## config.mk

```make
export PLATFORM = sky130hd
export DESIGN_NAME = cvkul_regs
export DESIGN_NICKNAME = d
export VERILOG_FILES = /design/src/inc/cvkul_pkg.sv /design/src/hdl/cvkul_regs.sv
export SDC_FILE = /design/constraint.sdc
export NUM_CORES = 1
export LEC_CHECK = 0
export BUFFER_PORTS_ARGS = -buffer_cell sky130_fd_sc_hd__buf_2
export CAP_MARGIN = 20
export CELL_PAD_IN_SITES_DETAIL_PLACEMENT = 1
export CELL_PAD_IN_SITES_GLOBAL_PLACEMENT = 2
export CORE_ASPECT_RATIO = 1.25
export CORE_MARGIN = 5
export CORE_UTILIZATION = 32
export CTS_CLUSTER_DIAMETER = 200
export DETAILED_ROUTE_END_ITERATION = 7
export GPL_ROUTABILITY_DRIVEN = 1
export PLACE_DENSITY = 0.83
export SKIP_LAST_GASP = 1
export SLEW_MARGIN = 10
export SYNTH_ARGS = -nofsm -noshare
export SYNTH_HDL_FRONTEND = slang
export SYNTH_SLANG_ARGS = --single-unit
```

## constraint.sdc

```tcl
create_clock -name ref_clk -period 1.8 [get_ports ref_clk]
set_input_delay 0.09 -clock ref_clk [delete_from_list [all_inputs] [get_ports ref_clk]]
set_output_delay 0.09 -clock ref_clk [all_outputs]
set_load 0.05 [all_outputs]
```

## src/inc/cvkul_pkg.sv

```systemverilog
// package: addresses, field constants and access carrier for the key unlock
package cvkul_pkg;

  // register addresses
  localparam logic [15:0] DIE_REVISION_ADDR    = 16'hE707;
  localparam logic [15:0] UNLOCK_KEY_ADDR      = 16'hE7FE;
  localparam logic [15:0] ACCURACY_SET_ADDR    = 16'hE90C;
  localparam logic [15:0] LAST_ADDR_ADDR       = 16'hE9FE;
  localparam logic [15:0] LAST_DATA_ADDR       = 16'hE9FF;
  localparam logic [15:0] WAVE_FIRST_ADDR      = 16'hE880;
  localparam logic [15:0] WAVE_LAST_ADDR       = 16'hE89F;

  // key values and reset values
  localparam logic [7:0]  UNLOCK_KEY_VALUE     = 8'hAD;
  localparam logic [7:0]  RELOCK_KEY_VALUE     = 8'h00;
  localparam logic [15:0] ACCURACY_SET_RESET   = 16'h0000;
  localparam logic [15:0] LAST_ADDR_RESET      = 16'h0000;
  localparam logic [31:0] LAST_DATA_RESET      = 32'h0000_0000;
  localparam logic [7:0]  BUS_ERROR_DATA       = 8'h00;

  // revision that carries the burst skew, and the size of the skew
  localparam logic [7:0]  SKEW_REVISION        = 8'h01;
  localparam logic [15:0] SKEW_STEP            = 16'h0001;

  // one register access, issued by the serial port front end
  typedef struct packed {
    logic        valid;   // one-cycle strobe
    logic        write;   // 1 write, 0 read
    logic        burst;   // access is part of an spi burst
    logic        is_i2c;  // access came over i2c
    logic [15:0] addr;
    logic [31:0] wdata;
  } cvkul_req_s;

  // answer to a read, one cycle after the request
  typedef struct packed {
    logic        valid;
    logic [31:0] rdata;
  } cvkul_rsp_s;

  // unlock sequencer states
  typedef enum logic [2:0] {
    KEY_IDLE   = 3'b001,
    KEY_ARMED  = 3'b010,
    KEY_STORED = 3'b100
  } cvkul_key_e;

endpackage : cvkul_pkg

```

## src/hdl/cvkul_regs.sv

```systemverilog
// register bank: die revision, access capture and keyed setting location
//
// Contract
// - 8-bit read-only die revision register at 0xE707
// - reads record last address and returned data
// - revision one burst spi waveform reads skew address
// - i2c waveform reads record correct address and data
// - 0xAD to key location unlocks next write
// - 16-bit setting write stored while unlocked
// - zero to key location relocks setting location
// - setting read returns the value written
//
// behaviour notes
// - one access a cycle at most; valid is a one-cycle strobe from the
//   serial front end, which already runs on ref_clk, so no synchroniser
//   stands in front of req
// - reads answer through rsp, registered on the taking edge itself; writes
//   get no answer at all
// - rsp.rdata holds the last read word until the next read, so a slow
//   front end may pick it up late
// - the last-access pair sits at 0xE9FE and 0xE9FF; reading it does not
//   recapture, or the host could never see what it read before
// - capture happens on reads only; a write leaves the pair untouched,
//   so a host that relies on writes to clear a skew must read instead
// - the burst skew copies revision-one behaviour on purpose, so host
//   code written for that silicon sees the same values; a later read
//   outside the waveform window records correctly again
// - i2c reads and plain spi reads never skew, whatever the revision
// - the skewed capture records the data of the wrong address too; the
//   waveform window itself is not mapped here and reads as zero
// - the key sequencer drops the unlock on any access that breaks the
//   order; the third access relocks whatever it is, trading strictness
//   for the guarantee that the location never stays open
// - a key write with any other value leaves the location locked
// - writes to the die revision are ignored, it has no storage
// - the unlocked flag is registered so the metering core sees a clean
//   level, changing on the same edge as the setting itself
// - unmapped reads return zero rather than stalling the port
// - no long counters: every decision is made in the cycle of access
`timescale 1ns/1ps
module cvkul_regs
  import cvkul_pkg::*;
#(
  parameter logic [7:0] REVISION = 8'h01  // arbitrary, not a real part code
) (
  // clock and reset
  input  wire logic                 ref_clk,
  input  wire logic                 nrst,
  // access from the serial port front end
  input  wire cvkul_pkg::cvkul_req_s req,
  // read answer
  output cvkul_pkg::cvkul_rsp_s      rsp,
  // setting location as seen by the metering core
  output logic [15:0]               accuracy_setting,
  output logic                      setting_unlocked
);
  import cvkul_pkg::*;

  cvkul_key_e  key_r,      key_nxt;
  logic [15:0] setting_r,  setting_nxt;
  logic [15:0] last_addr_r, last_addr_nxt;
  logic [31:0] last_data_r, last_data_nxt;
  cvkul_rsp_s  rsp_r,      rsp_nxt;
  logic        unlocked_r, unlocked_nxt;

  // true for the waveform sample window
  function automatic logic is_wave(input logic [15:0] a);
    is_wave = (a >= WAVE_FIRST_ADDR) && (a <= WAVE_LAST_ADDR);
  endfunction : is_wave

  // write to the key location carrying a given low byte
  function automatic logic is_key_write(input cvkul_req_s r,
                                        input logic [7:0] v);
    is_key_write = r.valid && r.write && (r.addr == UNLOCK_KEY_ADDR) &&
                   (r.wdata[7:0] == v);
  endfunction : is_key_write

  // address recorded for a read; revision one skews burst wave reads
  function automatic logic [15:0] capture_addr(input cvkul_req_s r);
    capture_addr = r.addr;
    if (REVISION == SKEW_REVISION && r.burst && !r.is_i2c &&
        is_wave(r.addr)) begin
      capture_addr = 16'(r.addr + SKEW_STEP);
    end
  endfunction : capture_addr

  // read mux, shared by answer and capture
  function automatic logic [31:0] read_mux(input logic [15:0] a,
                                           input logic [15:0] s,
                                           input logic [15:0] la,
                                           input logic [31:0] ld);
    unique case (a)
      DIE_REVISION_ADDR: read_mux = {24'h000000, REVISION};
      ACCURACY_SET_ADDR: read_mux = {16'h0000, s};
      LAST_ADDR_ADDR:    read_mux = {16'h0000, la};
      LAST_DATA_ADDR:    read_mux = ld;
      default:           read_mux = {24'h000000, BUS_ERROR_DATA};
    endcase
  endfunction : read_mux

  // key sequencer: any other access between steps drops the unlock
  always_comb begin
    key_nxt     = key_r;
    setting_nxt = setting_r;
    if (req.valid) begin
      unique case (key_r)
        KEY_IDLE: begin
          // only the exact key value arms, anything else stays locked
          if (is_key_write(req, UNLOCK_KEY_VALUE)) begin
            key_nxt = KEY_ARMED;
          end
        end
        KEY_ARMED: begin
          if (req.write && req.addr == ACCURACY_SET_ADDR) begin
            setting_nxt = req.wdata[15:0];
            key_nxt     = KEY_STORED;
          end else begin
            key_nxt = KEY_IDLE;
          end
        end
        KEY_STORED: begin
          // relock on zero, and on anything else too, so it never stays open
          key_nxt = KEY_IDLE;
        end
        default: key_nxt = KEY_IDLE;
      endcase
    end
  end

  always_ff @(posedge ref_clk or negedge nrst) begin
    if (!nrst) begin
      key_r     <= KEY_IDLE;
      setting_r <= ACCURACY_SET_RESET;
    end else begin
      key_r     <= key_nxt;
      setting_r <= setting_nxt;
    end
  end

  // unlocked flag follows the sequencer's next state, so it rises on
  // the arming edge and leaves on the edge of the next access
  always_comb begin
    unlocked_nxt = (key_nxt == KEY_ARMED);
  end

  always_ff @(posedge ref_clk or negedge nrst) begin
    if (!nrst) begin
      unlocked_r <= 1'h0;
    end else begin
      unlocked_r <= unlocked_nxt;
    end
  end

  // read answer: one-cycle strobe, data held until the next read
  always_comb begin
    rsp_nxt.valid = req.valid && !req.write;
    rsp_nxt.rdata = rsp_r.rdata;
    if (req.valid && !req.write) begin
      rsp_nxt.rdata = read_mux(req.addr, setting_r, last_addr_r,
                               last_data_r);
    end
  end

  always_ff @(posedge ref_clk or negedge nrst) begin
    if (!nrst) begin
      rsp_r <= '0;
    end else begin
      rsp_r <= rsp_nxt;
    end
  end

  // communication verification capture, reads only
  always_comb begin
    logic [15:0] cap_addr;
    cap_addr      = capture_addr(req);
    last_addr_nxt = last_addr_r;
    last_data_nxt = last_data_r;
    // verification registers themselves are not recaptured
    if (req.valid && !req.write && req.addr != LAST_ADDR_ADDR &&
        req.addr != LAST_DATA_ADDR) begin
      last_addr_nxt = cap_addr;
      // data of the recorded address, wrong on purpose when skewed
      last_data_nxt = read_mux(cap_addr, setting_r, last_addr_r,
                               last_data_r);
    end
  end

  always_ff @(posedge ref_clk or negedge nrst) begin
    if (!nrst) begin
      last_addr_r <= LAST_ADDR_RESET;
      last_data_r <= LAST_DATA_RESET;
    end else begin
      last_addr_r <= last_addr_nxt;
      last_data_r <= last_data_nxt;
    end
  end

  // outputs straight from flip-flops
  assign rsp              = rsp_r;
  assign accuracy_setting = setting_r;
  assign setting_unlocked = unlocked_r;

endmodule : cvkul_regs

```

==> results.yml, run 1 <==
outcome:
  status: "finished, violations left"
  violations: "negative setup slack"
cells_and_area:
  n_fill_cell: 1213
  drive_above_1_share: 0.491
  area_growth_syn_to_layout_pct: 46.1
  n_antenna_cell: 0
  nets: 531
  postLayoutCoreUtil: 0.471
power:
  power_frac_comb: 0.122
  swShare: 0.252
  p_int_uw: 3090
  vdd_drop_max_mv: 0.565
  seqPwrFrac: 0.420
  power_density_nw_per_um2: 800
  power_uw: 4140
  power.switching_uw: 1040
  clkPwrFrac: 0.459
  leakagePower_uw: 0.00244
grt:
  grt_pass1_vias: 3513
  grt_pass1_wl_mm: 18.9
  busiest_layer: "met2"
  grtUsageTotal: 0.179
  gr-total-overflow: 0
  grtUsageMet2: 0.311
  antenna_found_initial: 0
  grt_use_met1: 0.214
  grt_max_degree: 26
  met3_usage: 0.0334
cts:
  cts-buffers-inserted: 9
  cts_tree: "built"
  cts_root_buf: "clkbuf_16"
  path_clk_slew_ns: 0.06
  cts_sinks: 69
  insertion_delay_ns: 0.33
  cts_max_path_buffers: 2
  h-tree-depth: 3
synthesis:
  yosys.area.top_type_share: 0.481
  synth_area_um2: 3540
  netlist.top_cell.by_area: "dfrtp_1"
  netlist-cell-type-count: 53
  synthArstFlopShare: 1.00
  synth_area_leaders: "dfrtp_1 (48%), mux2_2 (5.7%), a222oi_1 (4.5%)"
  netlist_instances: 326
  yosysMostFrequentCell: "dfrtp_1"
  ys_top_cells_by_count: "dfrtp_1 (68), nor2_1 (29), nand2_1 (28)"
  yosysWarnings: 0
  avgSynthCellArea_um2: 10.9
  ys.flop_type: "dfrtp_1"
  yosysSeqAreaShare: 0.488
  ys_ff_latch: 69
  synth_edf_count: 0
worst_setup_path:
  path_class: "in -> reg"
  cp_top_family: "simple AND/OR/NAND/NOR gates"
  worstPathRequired_ns: 2.06
  worstSetupStartpointType: "primary input"
  cp_max_fo: 7
  worstRegToRegCells: 6
  worstPathCellList: "buf_6 > or4b_4 > nor4_4 > buf_4 > a22oi_2 > o221a_4 > nor3_4 > buf_4 > buf_16 > a22oi_2 > a21oi_2"
  crit_buf_inv: 4
  critPathCaptureType: "register"
  max_stage_delay_ns: 0.54
  slowest_stage: "or4b_4"
  cp_num_cells: 11
  cp.arrival_ns: 2.18
min_path:
  min_path_cells: 2
  hp-class: "in -> reg"
sta:
  hold_ws_ns: 0.00551
  hold_viol_final: 0
  slew_violations: 0
  setup_viol: 16
  fin_crit_sh: 1.07
  fmax_ghz: 0.518
  rsz0062_at_grt: "yes"
  final.setup_skew_ns: 0.00754
  slew_headroom: 0.595
  finalCriticalPeriod_ns: 1.93
  worst_pin_slew_ns: 0.608
  setup_ws_ns: -0.129
routing:
  num_vias: 3196
  drtIter0Drc: 216
  first_pass_iters: 5
  drc_errors: 0
  wire_per_inst_um: 19.3
  wl_mm: 11.8
  drtAntennaViolNets: 0
  viasPerCell: 5.21
die:
  io-pin-count: 104
  placementRows: 43
  core_um2: 11000
  dieArea_um2: 13300
  start_util: 0.323
  fp.dieH_um: 128
  chipWidth_um: 104
placed_design:
  gp_congestion: 0.846
  dpl.hpwl_mm: 8.28
  portBuffers: 71
job:
  maxCapViolCount: 0
[placed cells by master (no fill, tap or decap), types with 2 or more instances in the layout]
cell type      Yosys  layout
buf_2              5      70
dfrtp_1           68      68
buf_4             17      67
nand2_1           28      28
nor2_1            29      19
mux2_2            18      18
a222oi_1          16      16
o21ai_1           16      16
conb_1             1      16
a21oi_1           16      15
a22oi_2            3      12
a21oi_2           10      11
clkbuf_16          0       9
inv_1              8       8
mux2_1             8       8
nor2_2             0       7
dlygate4sd3_1      0       7
buf_12             0       5
nor3_1             6       4
nor3_4             2       4
o31a_4             1       4
a22oi_1           13       4
nand3_1            3       3
o21ai_0            3       3
nor2_4             0       3
ha_1               3       3
nor4_1             2       2
nand4b_1           2       2
nand2b_1           2       2
nor4_4             1       2
a22o_1             2       2
a31oi_1            4       2
xnor2_1            2       2
xor2_1             2       2
bufinv_16          0       2
clkinv_2           0       2
buf_6              4       2
[path summary, 6_finish.rpt]
check	endpoint	slack [ns]	startpoint
worst min register to register	rsp[1]	0.48	rsp[1]
worst max register to register	setting_unlocked	0.30	key_r[0]
max in group asynchronous	key_r[0]	0.80	nrst
worst max-delay path	last_data_r[15]	-0.13	req[37]
worst min-delay path	accuracy_setting[10]	0.006	req[10]
min in group asynchronous	accuracy_setting[8]	0.31	nrst
[sequential cells by signal, indices dropped and copies added, names as in the netlist]
signal            count
last_addr_r          16
setting_unlocked      1
accuracy_setting     16
rsp                  17
key_r                 3
last_data_r          16
[per-stage QoR]
stage                     setup WS (ns)  cells  cell area [µm²]  TNS, ns
final                            -0.129    614             5170    -1.57
after global routing             -0.209    614             5170    -2.56
after CTS                        -0.145    606             5030    -1.94
after detailed placement         -0.539    570             4430   -20.94
after global placement           -0.453    570             4430   -16.92
after floorplan                  -0.220    341             3650    -3.92
[area by class of cell]
type	instances	area (µm²)	share of cell area
Clock buffer	10	239	0.0462
Clock inverter	6	86.3	0.0167
Inverter	8	30.0	0.00581
Multi-Input combinational cell	233	1830	0.354
Sequential cell	69	1730	0.334
Tap cell	135	169	0.0327
Timing Repair Buffer	153	1090	0.211
[cells by family after synthesis]
family          Yosys count  synth area share
mux                      26            0.0827
buf+inv                  42            0.0728
compound gates           88             0.189
other cells               1           0.00106
fa+ha+maj                 3            0.0106
simple gates             93             0.146
flops                    69             0.488
xor+xnor                  4           0.00990
[repair_timing]
| item | CTS | global route |
|---|---|---|
| gates cloned | 4 | 0 |
| hold buffers | 7 | 0 |
| pin swaps | 12 | 8 |
| gates resized for setup | 15 | 18 |
| endpoints found under the hold margin | 28 | 0 |
| setup endpoints to repair | 22 | 49 |
| setup buffers | 9 | 8 |
[worst register-to-register path, stage by stage (launching register included)]
cell and delay, ns:
dfstp_2 0.54, nand3b_1 0.08, nor3_1 0.22, nand2_1 0.07, nor3_1 0.21, a21o_1 0.13
nor3b_1 0.16
[layer usage]
layer,up-vias,share of wire
li1,1480,-
met1,1587,0.39
met2,109,0.52
met3,20,0.056
met4,0,0.026
met5,-,0
[power by group through the flow]
stage	clock, µW	sequential, µW	combinational, µW
global placement	0	1740	423
detailed placement	0	1750	441
floorplan	0	1730	283
global route	1990	1750	547
finish	1900	1740	503
CTS	1930	1720	491
No activity file was read; power rests on OpenSTA's default activity.
==> run 2: changes to the inputs <==
==> constraint.sdc (replaced) <==
create_clock -name ref_clk -period 1.8 [get_ports ref_clk]
set_input_delay 0.18 -clock ref_clk [delete_from_list [all_inputs] [get_ports ref_clk]]
set_output_delay 0.18 -clock ref_clk [all_outputs]
set_load 0.05 [all_outputs]
==> results.yml, run 2 (synthesized netlist as in run 1, its figures left out) <==
power:
  leakagePower_uw: 0.00236
  clkPwrFrac: 0.445
  power_uw: 4030
  seqPwrFrac: 0.431
  vdd_drop_max_mv: 0.395
  power_density_nw_per_um2: 794
  swShare: 0.258
  p_int_uw: 2990
  power.switching_uw: 1040
  power_frac_comb: 0.124
min_path:
  hold_start: "req[9]"
  hp-class: "in -> reg"
  hold_path_end: "accuracy_setting[9]"
  min_path_cells: 2
die:
  chipWidth_um: 104
  dieArea_um2: 13300
  start_util: 0.323
  core_um2: 11000
  io-pin-count: 104
  placementRows: 43
  fp.dieH_um: 128
cells_and_area:
  design_area_um2: 5070
  n_antenna_cell: 0
  postLayoutCoreUtil: 0.462
  nets: 514
  mostFrequentLayoutCell: "buf_2"
  final_cell_mix: "buf_2 (70), dfrtp_1 (68), buf_4 (49)"
  largest_reg_flops: 17
  drive_above_1_share: 0.478
  area_growth_syn_to_layout_pct: 43.3
  stdcell_count: 597
placed_design:
  place_ws_ns: -0.638
  dpl.hpwl_mm: 8.03
  placedInstanceArea_um2: 4490
  portBuffers: 71
  gp_congestion: 0.861
  place_inst: 569
grt:
  gr-total-overflow: 0
  grt_pass1_vias: 3402
  grt_max_degree: 37
  grt_pass1_wl_mm: 18.2
  antenna_found_initial: 0
  grtUsageTotal: 0.170
worst_setup_path:
  worstPathRequired_ns: 2.02
  r2r-end: "setting_unlocked"
  worstRegToRegCells: 8
  critPathCaptureType: "register"
  path_class: "in -> reg"
  r2r_start: "key_r[0]"
  cp.arrival_ns: 2.29
  worstSetupStartpointType: "primary input"
  rrSetupSlack_ns: 0.10
  cp_max_fo: 8
routing:
  wl_met1_mm: 4.61
  num_vias: 3134
  wire_per_inst_um: 19.0
  viasPerCell: 5.25
  drc_errors: 0
  wl_met3_um: 498
  drtIter0Drc: 181
  wl_mm: 11.4
  drtAntennaViolNets: 0
  first_pass_iters: 5
  wl_met2_mm: 6.05
  top_layer_used: "met4"
cts:
  cts_root_buf: "clkbuf_16"
  insertion_delay_ns: 0.33
  h-tree-depth: 3
  cts_max_path_buffers: 2
  path_clk_slew_ns: 0.06
  cts_sinks: 69
  cts_tree: "built"
  cts-buffers-inserted: 9
job:
  maxCapViolCount: 0
sta:
  worst_pin_slew_ns: 0.538
  fmax_ghz: 0.481
  hold_viol_final: 0
  rsz0062_at_grt: "yes"
  final.setup_skew_ns: 0.00974
  setup_viol: 16
  slew_violations: 0
  fin_crit_sh: 1.15
  setup_ws_ns: -0.277
  slew_headroom: 0.640
  finalCriticalPeriod_ns: 2.08
outcome:
  status: "finished, violations left"
  violations: "negative setup slack"
==> run 2: cell count changes in the layout (fill, tap and decap cells not counted), moves of 3 or more <==
| cell | previous run | this run |
|---|---|---|
| buf_6 | 2 | 7 |
| buf_12 | 5 | 8 |
| nor2_2 | 7 | 4 |
| a22oi_1 | 4 | 7 |
| buf_4 | 67 | 49 |
| dlygate4sd3_1 | 7 | 1 |
| a22oi_2 | 12 | 9 |
==> run 2: layout make-up <==
cell class                 count  area, µm²
multi-input combinational    233       1850
fill                        1224       5900
clock inverter                 4       47.5
inverter                       8       30.0
clock buffer                  12        256
tap                          135        169
sequential                    69       1730
timing repair buffer         136        992
==> run 2: timing repair <==
action | 4_1_cts | 5_1_grt
resized for setup | 21 | 10
endpoints found under the setup margin | 16 | 43
buffers inserted | 1 | 6
endpoints found under the hold margin | 17 | 0
hold buffers | 1 | 0
cloned | 3 | 1
pin swaps | 3 | 10
==> run 2: worst max-delay path, cell delays in order <==
cell and delay [ns]:
buf_6 0.09, or4b_4 0.55, nor4_4 0.29, a22oi_2 0.11, o221a_4 0.27, buf_6 0.15, o31a_4 0.42, nor2_1 0.18
a21oi_2 0.04
==> run 2: worst max path at each step <==
stage | from | to | slack, ns | cells after the start
3_5_place_dp | req[37] | last_data_r[2] | -0.64 | 9
2_1_floorplan | req[37] | last_data_r[10] | -0.31 | 8
3_3_place_gp | req[37] | last_data_r[7] | -0.55 | 10
4_1_cts | req[37] | last_data_r[3] | -0.24 | 10
6_report | req[37] | last_data_r[7] | -0.28 | 9
5_1_grt | req[37] | last_data_r[7] | -0.36 | 11
==> run 2: power by group through the flow <==
stage | clock network (µW) | logic, µW | registers (µW)
2_1_floorplan | 0 | 287 | 1730
3_3_place_gp | 0 | 428 | 1740
3_5_place_dp | 0 | 448 | 1750
4_1_cts | 1810 | 486 | 1730
5_1_grt | 1890 | 542 | 1750
6_report | 1790 | 498 | 1740
==> run 2: stage by stage <==
step | hold slack, ns | TNS [ns]
after global placement | 0.148 | -15.62
after floorplan | -0.116 | -6.51
final | 0.0770 | -3.65
after detailed placement | 0.155 | -18.81
after global routing | 0.0829 | -5.20
after CTS | 0.0705 | -3.83
==> run 2: per-layer routing <==
layer | vias to the layer above | GRT usage
li1 | 1447 | -
met1 | 1576 | 0.210
met2 | 93 | 0.297
met3 | 18 | 0.0328
met4 | 0 | 0.0579
met5 | - | 0
